<file path="src/design/vpf_pkg.sv">
// Package for the page formatter: page codes, header layouts, bus map
package vpf_pkg;
    // ------------------------------------------------------------
    // Page codes
    // ------------------------------------------------------------
    localparam logic [7:0] PC_SUPPORTED  = 8'h00;
    localparam logic [7:0] PC_ASCII_LO   = 8'h01;
    localparam logic [7:0] PC_ASCII_HI   = 8'h7F;
    localparam logic [7:0] PC_SERIAL     = 8'h80;
    localparam logic [7:0] PC_OPDEF      = 8'h81;
    localparam logic [7:0] PC_ASCII_OPD  = 8'h82;
    localparam logic [7:0] PC_RSV_LO     = 8'h83;
    localparam logic [7:0] PC_RSV_HI     = 8'hBF;
    localparam logic [7:0] PC_PERIPH     = 8'h09;
    localparam logic [5:0] PC_PERIPH_LO6 = 6'h09;
    // ------------------------------------------------------------
    // Interface identifier codes
    // ------------------------------------------------------------
    localparam logic [15:0] IFID_PARALLEL = 16'h0000;
    localparam logic [15:0] IFID_LAST_STD = 16'h0004;
    localparam logic [15:0] IFID_VENDOR   = 16'h8000;
    // ------------------------------------------------------------
    // Byte positions and fixed values
    // ------------------------------------------------------------
    localparam int          PER_HDR_LEN   = 8;   // Vendor data starts here
    localparam int          VPD_HDR_LEN   = 5;   // Text starts here
    localparam logic [7:0]  ASCII_MIN     = 8'h20;
    localparam logic [7:0]  ASCII_MAX     = 8'h7E;
    localparam logic [7:0]  LINE_END      = 8'h00;
    localparam logic [7:0]  BYTE_ZERO     = 8'h00;
    // ------------------------------------------------------------
    // Register map (byte addresses)
    // ------------------------------------------------------------
    localparam logic [7:0]  REG_CTRL      = 8'h00;
    localparam logic [7:0]  REG_HDR       = 8'h04;
    localparam logic [7:0]  REG_STATUS    = 8'h08;
    localparam logic [7:0]  REG_TEXT      = 8'h0C;
    localparam logic [7:0]  REG_TEXT_LEN  = 8'h10;
    localparam logic [31:0] RD_ZERO       = 32'h0000_0000;
    localparam int          CTRL_SAVABLE  = 0;
    localparam int          CTRL_IFID_LSB = 16;
    localparam int          HDR_QUAL_LSB  = 0;
    // Formatter states
    typedef enum logic [1:0] {VPF_IDLE, VPF_SEND, VPF_DONE} vpf_state_e;
endpackage : vpf_pkg

</file>
<file path="src/design/vpf_formatter.sv">
// Page formatter: peripheral device page and vital product data pages
//
// The implementer's own choices: the APB slave port and the address map.

// What this block does
// - Peripheral page code 09h, savable bit, length n-1
// - Interface id MSB first, bytes 4-7 reserved
// - Interface id code map as defined
// - Vital product data page code map
// - Pages sent only on page-selecting request
// - ASCII opdef header, code 82h, length n-3
// - Page length never reduced by truncation
// - Description length full; zero means no text
// - Text lines graphic bytes, end with 00h; other bytes are still sent, and flagged only on vital product data pages
// - ASCII info page code echoes request
// - Unit codes above 7Fh other than 82h get no page
// - ASCII length full; zero means none
module vpf_formatter
    import vpf_pkg::*;
#(
    parameter int TEXT_DEPTH = 64,
    parameter int TEXT_AW    = 6
) (
    // Clock and reset
    input  wire logic        clk,
    input  wire logic        arst_n,
    // APB slave
    input  wire logic        psel,
    input  wire logic        penable,
    input  wire logic        pwrite,
    input  wire logic [7:0]  paddr,
    input  wire logic [31:0] pwdata,
    output logic             pready,
    output logic      [31:0] prdata,
    output logic             pslverr,
    // Decoded request
    input  wire logic        req_valid,
    input  wire logic        req_vpd,
    input  wire logic [7:0]  req_page,
    input  wire logic [15:0] req_alloc,
    output logic             req_ready,
    output logic             req_reject,
    // Page byte stream
    output logic      [7:0]  out_data,
    output logic             out_valid,
    output logic             out_last,
    input  wire logic        out_ready
);
    initial begin
        if (TEXT_DEPTH > (1 << TEXT_AW) || TEXT_DEPTH > 250) begin
            $error("vpf_formatter: text depth out of range");
        end
    end

    // ------------------------------------------------------------
    // State
    // ------------------------------------------------------------
    typedef struct packed {
        vpf_state_e  state;
        logic        savable;
        logic [15:0] ifid;
        logic [7:0]  qual;
        logic [7:0]  text_len;
        logic [7:0]  page;
        logic        is_vpd;
        logic [15:0] idx;
        logic [15:0] alloc;
        logic [15:0] total;
        logic [7:0]  data;
        logic        valid;
        logic        last;
        logic        reject;
        logic [31:0] rdata;
        logic [15:0] sent_cnt;
        logic        bad_text;
    } vpf_s;

    vpf_s st_ff;
    vpf_s nxt_st;

    logic       apb_wr;
    logic       text_we;
    logic [7:0] text_rd;
    logic [7:0] body_len;
    logic [TEXT_AW-1:0] text_idx;

    assign apb_wr  = psel && penable && pwrite;
    assign text_we = apb_wr && paddr == REG_TEXT;

    // body text follows the header of the page being sent
    assign text_idx = st_ff.idx[TEXT_AW-1:0]
                    - (st_ff.is_vpd ? TEXT_AW'(VPD_HDR_LEN) : TEXT_AW'(PER_HDR_LEN));

    vpf_text_ram #(
        .DEPTH (TEXT_DEPTH),
        .AW    (TEXT_AW)
    ) u_text (
        .clk     (clk),
        .arst_n  (arst_n),
        .wr_en   (text_we),
        .wr_addr (pwdata[TEXT_AW+7:8]),
        .wr_data (pwdata[7:0]),
        .rd_addr (text_idx),
        .rd_data (text_rd)
    );

    // Page is served only for codes this block builds
    function automatic logic page_known(input logic vpd, input logic [7:0] pc);
        if (!vpd) begin
            return pc == PC_PERIPH;
        end
        // upper unit codes other than 82h have no page
        return pc == PC_ASCII_OPD || (pc >= PC_ASCII_LO && pc <= PC_ASCII_HI);
    endfunction

    // Graphic byte or line end
    function automatic logic text_ok(input logic [7:0] b);
        return (b >= ASCII_MIN && b <= ASCII_MAX) || b == LINE_END;
    endfunction

    // Stored text length clipped to the store
    assign body_len = (int'(st_ff.text_len) > TEXT_DEPTH) ? 8'(TEXT_DEPTH) : st_ff.text_len;

    // ------------------------------------------------------------
    // Next state
    // ------------------------------------------------------------
    always_comb begin
        nxt_st        = st_ff;
        nxt_st.reject = 1'b0;
        // Register writes: control steers header content
        if (apb_wr && paddr == REG_CTRL) begin
            nxt_st.savable = pwdata[CTRL_SAVABLE];
            // any 16-bit identifier accepted, vendor range included
            nxt_st.ifid    = pwdata[CTRL_IFID_LSB +: 16];
        end
        if (apb_wr && paddr == REG_HDR) begin
            nxt_st.qual = pwdata[HDR_QUAL_LSB +: 8];
        end
        if (apb_wr && paddr == REG_TEXT_LEN) begin
            nxt_st.text_len = pwdata[7:0];
        end
        // Read data captured in setup so it stands in access phase
        case (paddr)
            REG_CTRL:     nxt_st.rdata = {st_ff.ifid, 15'h0000, st_ff.savable};
            REG_HDR:      nxt_st.rdata = {24'h000000, st_ff.qual};
            REG_STATUS:   nxt_st.rdata = {st_ff.sent_cnt, 13'h0000, st_ff.bad_text,
                                          st_ff.state == VPF_SEND, st_ff.is_vpd};
            REG_TEXT_LEN: nxt_st.rdata = {24'h000000, st_ff.text_len};
            default:      nxt_st.rdata = RD_ZERO;
        endcase

        case (st_ff.state)
            VPF_IDLE: begin
                nxt_st.valid = 1'b0;
                nxt_st.last  = 1'b0;
                if (req_valid) begin
                    if (!page_known(req_vpd, req_page) || req_alloc == 16'h0000) begin
                        nxt_st.reject = 1'b1;
                    end else begin
                        nxt_st.page     = req_page;
                        nxt_st.is_vpd   = req_vpd;
                        nxt_st.alloc    = req_alloc;
                        nxt_st.idx      = 16'h0000;
                        nxt_st.sent_cnt = 16'h0000;
                        nxt_st.bad_text = 1'b0;
                        nxt_st.total    = req_vpd ? 16'(VPD_HDR_LEN) + 16'(body_len)
                                                  : 16'(PER_HDR_LEN) + 16'(body_len);
                        nxt_st.state    = VPF_SEND;
                    end
                end
            end
            VPF_SEND: begin
                if (!st_ff.valid || out_ready) begin
                    // Header and body bytes, by position
                    if (!st_ff.is_vpd) begin
                        case (st_ff.idx)
                            16'd0:   nxt_st.data = {st_ff.savable, 1'b0, PC_PERIPH_LO6};
                            // length of bytes after byte 1; never cut
                            16'd1:   nxt_st.data = 8'(st_ff.total - 16'd2);
                            16'd2:   nxt_st.data = st_ff.ifid[15:8];
                            16'd3:   nxt_st.data = st_ff.ifid[7:0];
                            16'd4, 16'd5, 16'd6, 16'd7: nxt_st.data = BYTE_ZERO;
                            default: nxt_st.data = text_rd;
                        endcase
                        if (st_ff.idx == 16'd0) begin
                            nxt_st.data = {st_ff.savable, 1'b0, PC_PERIPH_LO6};
                        end
                    end else begin
                        case (st_ff.idx)
                            16'd0:   nxt_st.data = st_ff.qual;
                            // code 82h; info code echoes request
                            16'd1:   nxt_st.data = st_ff.page;
                            16'd2:   nxt_st.data = BYTE_ZERO;
                            // length after byte 3; never cut
                            16'd3:   nxt_st.data = 8'(st_ff.total - 16'd4);
                            // full text length; zero means none
                            16'd4:   nxt_st.data = body_len;
                            default: nxt_st.data = text_rd;
                        endcase
                        // flag any text byte that is neither graphic nor 00h
                        if (st_ff.idx >= 16'(VPD_HDR_LEN) && !text_ok(text_rd)) begin
                            nxt_st.bad_text = 1'b1;
                        end
                    end
                    nxt_st.valid = 1'b1;
                    nxt_st.idx   = st_ff.idx + 16'd1;
                    // stop at allocation length or page end
                    nxt_st.last  = (st_ff.idx + 16'd1 == st_ff.alloc)
                                || (st_ff.idx + 16'd1 == st_ff.total);
                    if (st_ff.valid) begin
                        nxt_st.sent_cnt = st_ff.sent_cnt + 16'd1;
                    end
                    if (nxt_st.last) begin
                        nxt_st.state = VPF_DONE;
                    end
                end
            end
            VPF_DONE: begin
                if (out_ready) begin
                    nxt_st.valid    = 1'b0;
                    nxt_st.last     = 1'b0;
                    nxt_st.sent_cnt = st_ff.sent_cnt + 16'd1;
                    nxt_st.state    = VPF_IDLE;
                end
            end
            default: nxt_st.state = VPF_IDLE;
        endcase
    end

    // State register
    always_ff @(posedge clk or negedge arst_n) begin
        if (!arst_n) begin
            st_ff <= '0;
        end else begin
            st_ff <= nxt_st;
        end
    end

    // ------------------------------------------------------------
    // Outputs
    // ------------------------------------------------------------
    assign pready     = 1'b1;              // Zero wait states keep the bus simple
    assign pslverr    = 1'b0;
    assign prdata     = st_ff.rdata;
    assign req_ready  = st_ff.state == VPF_IDLE;
    assign req_reject = st_ff.reject;
    assign out_data   = st_ff.data;
    assign out_valid  = st_ff.valid;
    assign out_last   = st_ff.last;

    // ------------------------------------------------------------
    // Checks
    // ------------------------------------------------------------
    chk_periph_code: assert property (@(posedge clk) disable iff (!arst_n)
        st_ff.state == VPF_SEND && !st_ff.is_vpd && st_ff.idx == 16'd0 && !st_ff.valid
        |=> out_data[5:0] == PC_PERIPH_LO6 && out_data[7] == st_ff.savable)
        else $error("peripheral page code byte wrong");

    chk_ifid_order: assert property (@(posedge clk) disable iff (!arst_n)
        out_valid && out_ready && !st_ff.is_vpd && st_ff.idx == 16'd3 && !out_last
        |=> out_data == st_ff.ifid[7:0])
        else $error("identifier low byte out of order");

    chk_reserved_zero: assert property (@(posedge clk) disable iff (!arst_n)
        out_valid && !st_ff.is_vpd && st_ff.idx >= 16'd5 && st_ff.idx <= 16'd8
        |-> out_data == BYTE_ZERO)
        else $error("reserved byte not zero");

    chk_no_unknown: assert property (@(posedge clk) disable iff (!arst_n)
        req_valid && req_ready && req_vpd && req_page > PC_ASCII_HI
        && req_page != PC_ASCII_OPD |=> req_reject && !out_valid)
        else $error("page served for unknown code");

    chk_page_echo: assert property (@(posedge clk) disable iff (!arst_n)
        out_valid && st_ff.is_vpd && st_ff.idx == 16'd2 |-> out_data == st_ff.page)
        else $error("page code not echoed");

    chk_len_full: assert property (@(posedge clk) disable iff (!arst_n)
        out_valid && st_ff.is_vpd && st_ff.idx == 16'd4
        |-> out_data == body_len + 8'(VPD_HDR_LEN - 4))
        else $error("page length cut");

    chk_desc_len: assert property (@(posedge clk) disable iff (!arst_n)
        out_valid && st_ff.is_vpd && st_ff.idx == 16'd5 |-> out_data == body_len)
        else $error("text length byte wrong");

    chk_periph_len: assert property (@(posedge clk) disable iff (!arst_n)
        out_valid && !st_ff.is_vpd && st_ff.idx == 16'd2
        |-> out_data == body_len + 8'(PER_HDR_LEN - 2))
        else $error("peripheral page length wrong");

    chk_alloc_stop: assert property (@(posedge clk) disable iff (!arst_n)
        out_valid && out_last |-> st_ff.idx == st_ff.alloc || st_ff.idx == st_ff.total)
        else $error("stream ended at wrong byte");

    chk_idle_quiet: assert property (@(posedge clk) disable iff (!arst_n)
        st_ff.state == VPF_IDLE && !req_valid |=> !out_valid)
        else $error("bytes sent with no request");

    chk_hold_data: assert property (@(posedge clk) disable iff (!arst_n)
        out_valid && !out_ready |=> $stable(out_data) && out_valid)
        else $error("byte dropped under stall");
endmodule // vpf_formatter

</file>
<file path="src/design/vpf_text_ram.sv">
// Text store for page bodies, written over the bus, read by the formatter
module vpf_text_ram
    import vpf_pkg::*;
#(
    parameter int DEPTH = 64,
    parameter int AW    = 6
) (
    // Clock and reset
    input  wire logic          clk,
    input  wire logic          arst_n,
    // Write side
    input  wire logic          wr_en,
    input  wire logic [AW-1:0] wr_addr,
    input  wire logic [7:0]    wr_data,
    // Read side
    input  wire logic [AW-1:0] rd_addr,
    output logic      [7:0]    rd_data
);
    initial begin
        if (DEPTH > (1 << AW) || DEPTH < 2) begin
            $error("vpf_text_ram: depth does not fit address width");
        end
    end

    typedef struct packed {
        logic [DEPTH-1:0][7:0] mem;
    } vpf_ram_s;

    vpf_ram_s st_ff;
    vpf_ram_s nxt_st;

    // Byte write into the addressed entry
    always_comb begin
        nxt_st = st_ff;
        if (wr_en && int'(wr_addr) < DEPTH) begin
            nxt_st.mem[wr_addr] = wr_data;
        end
    end

    always_ff @(posedge clk or negedge arst_n) begin
        if (!arst_n) begin
            st_ff <= '0;
        end else begin
            st_ff <= nxt_st;
        end
    end

    // Out of range reads as zero, the line terminator
    assign rd_data = (int'(rd_addr) < DEPTH) ? st_ff.mem[rd_addr] : LINE_END;
endmodule // vpf_text_ram

</file>
<file path="config.mk">
export PLATFORM = sky130hd
export DESIGN_NAME = vpf_formatter
export DESIGN_NICKNAME = d
export VERILOG_FILES = /design/src/design/vpf_pkg.sv /design/src/design/vpf_formatter.sv /design/src/design/vpf_text_ram.sv
export SDC_FILE = /design/constraint.sdc
export NUM_CORES = 1
export LEC_CHECK = 0
export ABC_AREA = 1
export BUFFER_PORTS_ARGS = -buffer_cell sky130_fd_sc_hd__buf_2
export CORE_MARGIN = 1.5
export CORE_UTILIZATION = 55
export CTS_CLUSTER_DIAMETER = 200
export DETAILED_ROUTE_END_ITERATION = 7
export PLACE_DENSITY = 0.72
export RECOVER_POWER = 50
export SETUP_SLACK_MARGIN = 0.5
export SYNTH_ARGS = -nofsm -noshare
export SYNTH_HDL_FRONTEND = slang
export SYNTH_SLANG_ARGS = --single-unit
</file>
<file path="constraint.sdc">
create_clock -name clk -period 3.2 [get_ports clk]
set_clock_uncertainty 0.15 [all_clocks]
set_input_delay 0.32 -clock clk [delete_from_list [all_inputs] [get_ports clk]]
set_output_delay 0.32 -clock clk [all_outputs]
set_load 0.01 [all_outputs]
</file>
== After elaboration in Yosys (flattened, before gate mapping) ==
Index checks and enable logic that the tools add are counted.

* Bits in registers: 657
* Output and inout bits: 46
* Bits of input ports: 72
* Word-level logic and storage cells: 200

* Equal/unequal tests: 25
* Multiplexer cells: 44
* Bitwise logic cells: 1
* Add/subtract/negate cells: 7
* Reductions and logical operators: 33
* Order comparisons: 9

{| class="wikitable"
|+ Operators by type and width
! cell !! number
|-
| $bwmux W512 || 1
|-
| $pmux W32 S4 || 1
|-
| $mux W48 || 2
|-
| $eq A16 B3 Y1 const B || 4
|-
| $mux W17 || 3
|-
| $bmux W8 S6 || 1
|-
| $demux W8 S6 || 1
|-
| $mux W16 || 3
|-
| $pmux W16 S3 || 1
|-
| $mux W8 || 5
|-
| $pmux W8 S5 || 1
|-
| $add A16 B1 Y16 const B || 2
|-
| $eq A16 B2 Y1 const B || 2
|-
| $logic_not A16 Y1 || 2
|-
| $pmux W16 S2 || 1
|-
| $pmux W8 S4 || 1
|-
| $eq A8 B4 Y1 const B || 3
|-
| $eq A16 B1 Y1 const B || 1
|-
| $eq A16 B16 Y1 || 1
|-
| $eq A16 B9 Y1 || 1
|-
| $ge A16 B3 Y1 const B || 1
|-
| $le A8 B7 Y1 const B || 2
|-
| $logic_not A8 Y1 || 2
|-
| $lt A6 B7 Y1 const B || 2
|-
| 35 further kinds || 75
|}

== Logic depth before layout (Yosys ltp) ==
Gate-level depths: netlist (run 1).

* Depth after elaboration: 13
* Gate-level depth with buffers: 22
* Mapped depth without buffers: 20

== Cells and area by module ==
From an unflattened synthesis (run 1), not the netlist that was laid out.

* Cells, all modules: 4095
* Area, all modules: 32093.3 sq um

{| class="wikitable"
|+ Modules (own cells, without submodules)
! module !! cells an instance !! area each (sq um) !! seq. area each (sq um) !! times used
|-
| vpf_text_ram || 2950 || 23612.6 || 12812.3 || 1
|-
| vpf_formatter || 1145 || 8480.6 || 3428.3 || 1
|}

== Worst setup path before layout (run 1) ==
No wires, ideal clock.

* Path type: register to register
* From: reg st_ff[108] (netlist name)
* To: reg st_ff, in the netlist out_data[7]
* Data arrival time: 2677 ps
* Path buffers: 3
* Clock period less this slack: 2951 ps
* Stages on the path, launching flop included: 16
* Setup time: 124 ps
* Slack: 249 ps
* Required time: 2926 ps
* Cells stage by stage: dfrtp_1 -> inv_1 -> clkbuf_1 -> ha_1 -> xnor2_2 -> clkbuf_1 -> buf_2 -> o221ai_1 -> nand3_1 -> nand3_1 -> o211ai_1 -> nand2_1 -> inv_1 -> nand2_1 -> a21oi_1 -> a21oi_1

* Word-level cells in the longest chain between the ends: 7
* Elaborated cells on any way between the ends: 8
* Classes of those cells: add/sub: 1; mux: 7

{| class="wikitable"
|+ Ends and longest elaborated chain
! element !! line !! text
|-
| start, declared || vpf_formatter.sv:78 || <nowiki>vpf_s st_ff;</nowiki>
|-
| start signal, assigned || vpf_formatter.sv:235 || <nowiki>st_ff <= nxt_st;</nowiki>
|-
| $mux W4 || vpf_formatter.sv:92 || <nowiki>- (st_ff.is_vpd ? TEXT_AW'(VPD_HDR_LEN) : TEXT_AW'(PER_HDR_LEN));</nowiki>
|-
| $sub A6 B4 Y6 || vpf_formatter.sv:92 ||
|-
| $bmux W8 S6 || vpf_text_ram.sv:49 || <nowiki>assign rd_data = (int'(rd_addr) < DEPTH) ? st_ff.mem[rd_addr] : LINE_END;</nowiki>
|-
| $mux W8 (not written as such) || vpf_text_ram.sv:49 ||
|-
| $pmux W8 S4 || vpf_formatter.sv:176 || <nowiki>case (st_ff.idx)</nowiki>
|-
| $mux W8 || vpf_formatter.sv:185 || <nowiki>if (st_ff.idx == 16'd0) begin</nowiki>
|-
| $mux W8 (*) || vpf_formatter.sv:175 || <nowiki>if (!st_ff.is_vpd) begin</nowiki>
|}

Every way passes the cells marked *; elsewhere a longest branch is shown, timed or not. The select of a mux whose other input is x is not followed.
A chain may end at the register's enable or synchronous reset.

== Final worst setup path (run 1) ==
Same ends and word-level chain as after synthesis.

==> results of run 1 <==
layer usage:
metal | global-route usage, % | part of all wire, %
met1 | 43.22 | 41
met2 | 50.02 | 46
met3 | 5.927 | 8.0
met4 | 16.35 | 5.3
met5 | 0 | 0.029
worst max-delay path, stage by stage (launching register included):
cell and delay, ps:
dfrtp_2 440, ha_4 180, ha_4 330, buf_4 140, buf_8 140, buf_16 140, o21ai_0 80, o221ai_1 290
nand3_1 140, nand3_2 130, nand3_1 160, nand2_2 150, nand2_1 80, nand3_1 80, nand3_1 70, a21oi_1 140
cells by family after synthesis:
kind of cell,Yosys count
AO/OA/AOI/OAI,785
XOR/XNOR,46
adder cells (fa/ha/maj),19
buffers and inverters,493
flip-flops,649
multiplexers,16
other,2
AND/OR/NAND/NOR,1948
cell type report:
cell class                 count  area [um^2]  area share, %
timing repair buffer         309         3088          8.296
multi-input combinational   2824        13800          37.07
clock inverter                19        220.2         0.5916
clock buffer                 105         2118          5.691
inverter                     199        783.3          2.104
tap                          756        945.9          2.541
timing repair inverter         1        11.26        0.03025
antenna                        3        7.507        0.02017
sequential                   649        16250          43.65
state kept, by name, indices dropped and copies added, names as in the netlist:
name / cells
out_valid: 1
out_data: 8
u_text.st_ff: 512
st_ff: 102
prdata: 24
out_last: 1
req_reject: 1
worst paths after layout:
path	startpoint	slack, ps	cells after the start	endpoint
setup / recovery	st_ff[108]	290	15	out_data[7]
hold / removal	paddr[4]	70	4	prdata[6]
setup reg to reg	st_ff[108]	290	15	out_data[7]
hold reg to reg	u_text.st_ff[65]	330	2	u_text.st_ff[65]
max in group asynchronous	arst_n	560	3	u_text.st_ff[160]
min in group asynchronous	arst_n	770	2	u_text.st_ff[307]
stage by stage:
step | std cells | setup slack (ps)
finish | 4865 | 290.0
global route | 4865 | 118.9
CTS | 4849 | 299.7
floorplan | 3966 | 501.0
global placement | 4649 | 225.9
detailed placement | 4649 | 155.4
layout by cell type (no fill, tap or decap), types with 48 or more instances in the layout:
cell / Yosys / routed
buf_4: 42 / 82
buf_2: 33 / 87
clkbuf_16: 0 / 81
nand3_2: 0 / 65
dlygate4sd3_1: 0 / 48
nor2_1: 219 / 202
nand3_1: 426 / 358
o21ai_0: 643 / 626
dfrtp_1: 649 / 644
inv_1: 192 / 177
nand2_1: 1228 / 1204
Yosys cell counts (all sizes together) (2+ instances only):
cell	n	share of area [%]
nand2	1228	15
dfrtp	649	52
o21ai	644	10
nand3	426	6.8
nor2	219	2.6
clkbuf	201	2.4
inv	196	2.3
buf	93	1.8
a21oi	44	0.70
o22ai	43	0.86
xor2	35	1.0
nand4	26	0.52
nor3	22	0.37
ha	19	0.76
nor4	17	0.36
mux2	16	0.58
o221ai	15	0.42
xnor2	10	0.30
a31oi	9	0.18
a22oi	8	0.19
o211ai	8	0.19
o31ai	7	0.17
or2	7	0.14
clkinv	3	0.036
conb	2	0.024
nand3b	2	0.048
o2111ai	2	0.056
what timing repair did:
action                     in CTS  in global routing
setup endpoints to repair      12                324
resized for setup             117                 99
buffers inserted               15                  6
hold buffers                   48                  0
gates cloned                   13                  7
hold endpoints to repair      119                  0
pin swaps                      51                 36
power by group:
| part | internal, mW | switching (mW) |
|---|---|---|
| sequential | 8.53 | 0.315 |
| combinational | 7.38 | 12.6 |
| clock | 4.90 | 3.35 |
==> flow_summary.toml, run 1 <==
[floorplan]
die_x_um = 241.6
num_rows = 87
ios = 118
die-area_um2 = 58370
start_util_pct = 55.64
core_area_um2 = 56280
die_y_um = 241.6

[clocking]
cts.clk_slew.worst_paths_ps = 60
clock_latency_ps = 620
root_buffer = "clkbuf_16"
htreeDepth = 3
cts.sinks = 649
clockBufferDepth = 3
cts_tree = "built"
cts_buffers = 71

[hold_path]
hp-class = "input port to register"

[worst_setup_path]
crit_path_end_kind = "register"
worstSetupPathType = "register to register"
cp-start-kind = "register"
critPathRequiredTime_ps = 3590
arrival_ps = 3300
path_max_fanout = 5

[status]
violations = "design-rule violations, max-capacitance violations, max-slew violations"
status = "complete, but fails checks"

[drt]
avgViaCountPerCell = 5.827
routedWlPerCell_um = 19.78
drc = 10
wl_um = 96240
dr_total_vias = 28350
drtPass1Iterations = 8
postRouteAntennaNets = 0
dr.first_iter.drc_count = 3034

[timing]
finalCritPeriodShare_pct = 90.94
hold_violations = 0
maxSlewHeadroom_pct = -48.58
maxSlewViolCount = 67
whs_ps = 68.32
period_minus_slack_ps = 2910
tightest_slew_ps = 2229
fmax_mhz = 343.6
tns_ps = 0
setup_viol = 0
rsz0062_at_grt = "true"

[synthesis]
synth-xor-area-share_pct = 1.403
avgSynthCellArea_um2 = 7.911
synth_edf_count = 0
synth_cell_types = 44
synthCells = 3958
synth_top_family_by_area = "simple AND/OR/NAND/NOR gates"
synth_compound_area_share_pct = 13.21
synthSimpleGateAreaFrac_pct = 25.61
ys_async_sr_fraction_pct = 100.0
netlist_area_um2 = 31310
yosys_warnings = 0
yosysSeqAreaShare_pct = 51.87
synthMuxAreaShare_pct = 0.5754
ys.flop_type = "dfrtp_1"
ys_seq_elements = 649
synthAdderAreaFrac_pct = 0.7592

[power_and_ir_drop]
p_leak_nw = 16.84
ir_worst_vdd_mv = 0.8725
power_mw = 37.06
power_density_nw_per_um2 = 995.6

[finish]
final_area_um2 = 37220
final_core_util_pct = 66.14
fin_nets = 4146
layout-drive-gt1-share_pct = 13.05
fillers = 4680
syn2layout_area_growth_pct = 18.87

[global_route]
grt_overflow = 0
antenna_found_initial = 6
grt_pass1_vias = 26350
grt_pass1_wl_um = 148300
grt_usage_pct = 32.13
grt_max_degree = 82

[placed_design]
place_hpwl_um = 57040
globalplace.congestion = 0.9594
io_buffers = 105
placed_area_um2 = 32900

[flow_run]
cap_viol_max_count = 1
Note: power is estimated with default switching activity, not from simulation.
==> run 2, diff against run 1 <==
--- a/config.mk
+++ b/config.mk
@@ -5,8 +5,8 @@
 export SDC_FILE = /design/constraint.sdc
 export NUM_CORES = 1
 export LEC_CHECK = 0
-export ABC_AREA = 1
 export BUFFER_PORTS_ARGS = -buffer_cell sky130_fd_sc_hd__buf_2
+export CAP_MARGIN = 5
 export CORE_MARGIN = 1.5
 export CORE_UTILIZATION = 55
 export CTS_CLUSTER_DIAMETER = 200
@@ -14,6 +14,7 @@
 export PLACE_DENSITY = 0.72
 export RECOVER_POWER = 50
 export SETUP_SLACK_MARGIN = 0.5
+export SLEW_MARGIN = 30
 export SYNTH_ARGS = -nofsm -noshare
 export SYNTH_HDL_FRONTEND = slang
 export SYNTH_SLANG_ARGS = --single-unit
==> flow_summary.toml, run 2 <==
[status]
status = "complete, but fails checks"
violations = "max-capacitance violations, max-slew violations, negative setup slack"

[synthesis]
synth_top_area_share_pct = 51.79
synth_edf_count = 0
ys.flop_type = "dfrtp_1"
synthCells = 2267
synth_commonest_cells = "dfrtp_1 (649), mux2_2 (563), mux4_2 (145)"
yosysSeqAreaShare_pct = 51.79
ys_seq_elements = 649
netlist_area_um2 = 31360
yosys_warnings = 0
synth.most_common_cell = "dfrtp_1"
synth_cell_types = 71
synth_largest_area_cell = "dfrtp_1"
ys_async_sr_fraction_pct = 100.0
avgSynthCellArea_um2 = 13.83
synth_area_leaders = "dfrtp_1 (52%), mux2_2 (20%), mux4_2 (10%)"

[drt]
wl_met2_um = 41240
wl_met1_um = 34930
dr_total_vias = 20580
wl_met3_um = 4859
avgViaCountPerCell = 6.128
top_layer_used = "met4"
postRouteAntennaNets = 0
drc = 0
routedWlPerCell_um = 25.01
wl_um = 83990
drtPass1Iterations = 7
dr.first_iter.drc_count = 1834

[global_route]
grt_max_degree = 116
grt_usage_pct = 28.64
antenna_found_initial = 5
grt_pass1_vias = 21340
grt_overflow = 0
grt_pass1_wl_um = 129100

[placed_design]
place_hpwl_um = 55490
placed_area_um2 = 34090
dp_slack_ps = -485.1
io_buffers = 105
dp_cells = 3137
globalplace.congestion = 0.9548

[worst_setup_path]
path_cells = "inv_6 -> ha_4 -> buf_12 -> buf_16 -> mux4_2 -> mux4_2 -> and3_1 -> a221o_1 -> or4_4 -> o21ai_2 -> a221oi_2"
cp-startpoint = "st_ff[92]"
r2r_slack_ps = -410
cp-endpoint = "st_ff[0]"
crit_path_end_kind = "register"
r2r_start = "st_ff[92]"
path_max_fanout = 5
arrival_ps = 3940
crit_cells = 11
cp-start-kind = "register"
timing.critical_path.mode_cell = "mux4_2"
worst_path_largest_cell_delay_ps = 570
critPathBufInv = 3
critPathRequiredTime_ps = 3530
path_delay_family = "multiplexers"
critPathSlowestCell = "mux4_2"
worstSetupPathType = "register to register"
reg2reg_depth = 11
worstReg2RegEnd = "st_ff[0]"

[clocking]
root_buffer = "clkbuf_16"
clockBufferDepth = 3
cts.sinks = 649
cts.clk_slew.worst_paths_ps = 60
clock_latency_ps = 610
htreeDepth = 3
cts_tree = "built"
cts_buffers = 71

[timing]
setup_viol = 9
setup_slack_ps = -410.5
maxSlewViolCount = 56
fmax_mhz = 277.0
maxSlewHeadroom_pct = -5.656
tightest_slew_ps = 1585
period_minus_slack_ps = 3610
rsz0062_at_grt = "true"
hold_violations = 0
finalCritPeriodShare_pct = 112.8

[floorplan]
die-area_um2 = 58450
ios = 118
start_util_pct = 55.61
die_x_um = 241.8
die_y_um = 241.8
core_area_um2 = 56390
num_rows = 87

[finish]
layout_commonest_cell = "dfrtp_1"
fin_nets = 2636
syn2layout_area_growth_pct = 21.52
layout-drive-gt1-share_pct = 48.81
stdcell_count = 3358
largest_reg_flops = 512
mostFrequentLayoutCells = "dfrtp_1 (647), mux2_2 (563), buf_4 (158), mux4_2 (145), nand2_1 (104)"
final_area_um2 = 38100
top_register = "u_text.st_ff"

[power_and_ir_drop]
power_density_nw_per_um2 = 725.2
p_leak_nw = 18.04
ir_worst_vdd_mv = 0.5699

[hold_path]
hp-class = "input port to register"

[flow_run]
cap_viol_max_count = 1
## run 2: tightest hold or removal path, stage by stage
cell and delay, ps:
buf_2 120, nor2_1 170, nand2_1 110, nand2_1 40
## run 2: repair_timing
item                                    CTS  global route
endpoints found under the setup margin   13           107
hold buffers                             44             0
setup buffers                            18            20
gates resized for setup                  78            40
hold endpoints to repair                112             0
pin swaps                                26            30
gates cloned                              6             3
## run 2: power breakdown
| group | internal [mW] | switching, mW | leakage [nW] |
|---|---|---|---|
| Combinational | 5.24 | 5.13 | 7.87 |
| Clock | 5.15 | 3.35 | 1.19 |
| Sequential | 8.47 | 0.289 | 8.98 |
| Total | 18.9 | 8.77 | 18.0 |
## run 2: per-layer routing
layer,vias up,track usage (%)
li1,8871,-
met1,10810,39.31
met2,725,46.59
met3,171,4.040
met4,0,11.03
met5,-,0
## run 2: how the worst min path moves through the flow
stage	startpoint	endpoint	slack (ps)	cells after the start
6_report	paddr[3]	prdata[1]	60	4
5_1_grt	paddr[3]	prdata[1]	80	4
4_1_cts	out_ready	st_ff[151]	7	5
3_5_place_dp	arst_n	st_ff[84]	160	1
3_3_place_gp	arst_n	st_ff[84]	140	1
2_1_floorplan	arst_n	out_data[0]	-130	0
## run 2: cells by family (layout without fill, tap and decap cells)
family | count (synthesis) | in the layout | synth area share (%)
multiplexers | 728 | 728 | 31.30
flip-flops | 649 | 649 | 51.79
AND/OR/NAND/NOR | 384 | 385 | 6.213
buffers and inverters | 217 | 539 | 3.384
AO/OA/AOI/OAI | 199 | 199 | 4.318
XOR/XNOR | 69 | 69 | 2.215
adder cells (fa/ha/maj) | 19 | 19 | 0.7582
other | 2 | 14 | 0.02395
## run 2: metrics by stage
step / setup TNS, ps / util (%) / total power, mW / hold slack, ps
after detailed placement: -4184 / 60.45 / 17.41 / 157.7
after CTS: -2283 / 66.72 / 27.25 / 7.000
after global placement: -2703 / 60.45 / 17.29 / 144.4
final: -2521 / 67.58 / 27.63 / 55.33
after global routing: -7586 / 67.58 / 28.66 / 83.61
after floorplan: -526.7 / - / 14.42 / -125.6
## run 2: final cells by class
cell class | count | area, um^2
Fill cell | 3936 | 18280
Sequential cell | 649 | 16240
Multi-Input combinational cell | 1410 | 14750
Timing Repair Buffer | 392 | 3642
Clock buffer | 104 | 2116
Tap cell | 756 | 945.9
Clock inverter | 22 | 302.8
Inverter | 21 | 96.34
Antenna cell | 4 | 10.01
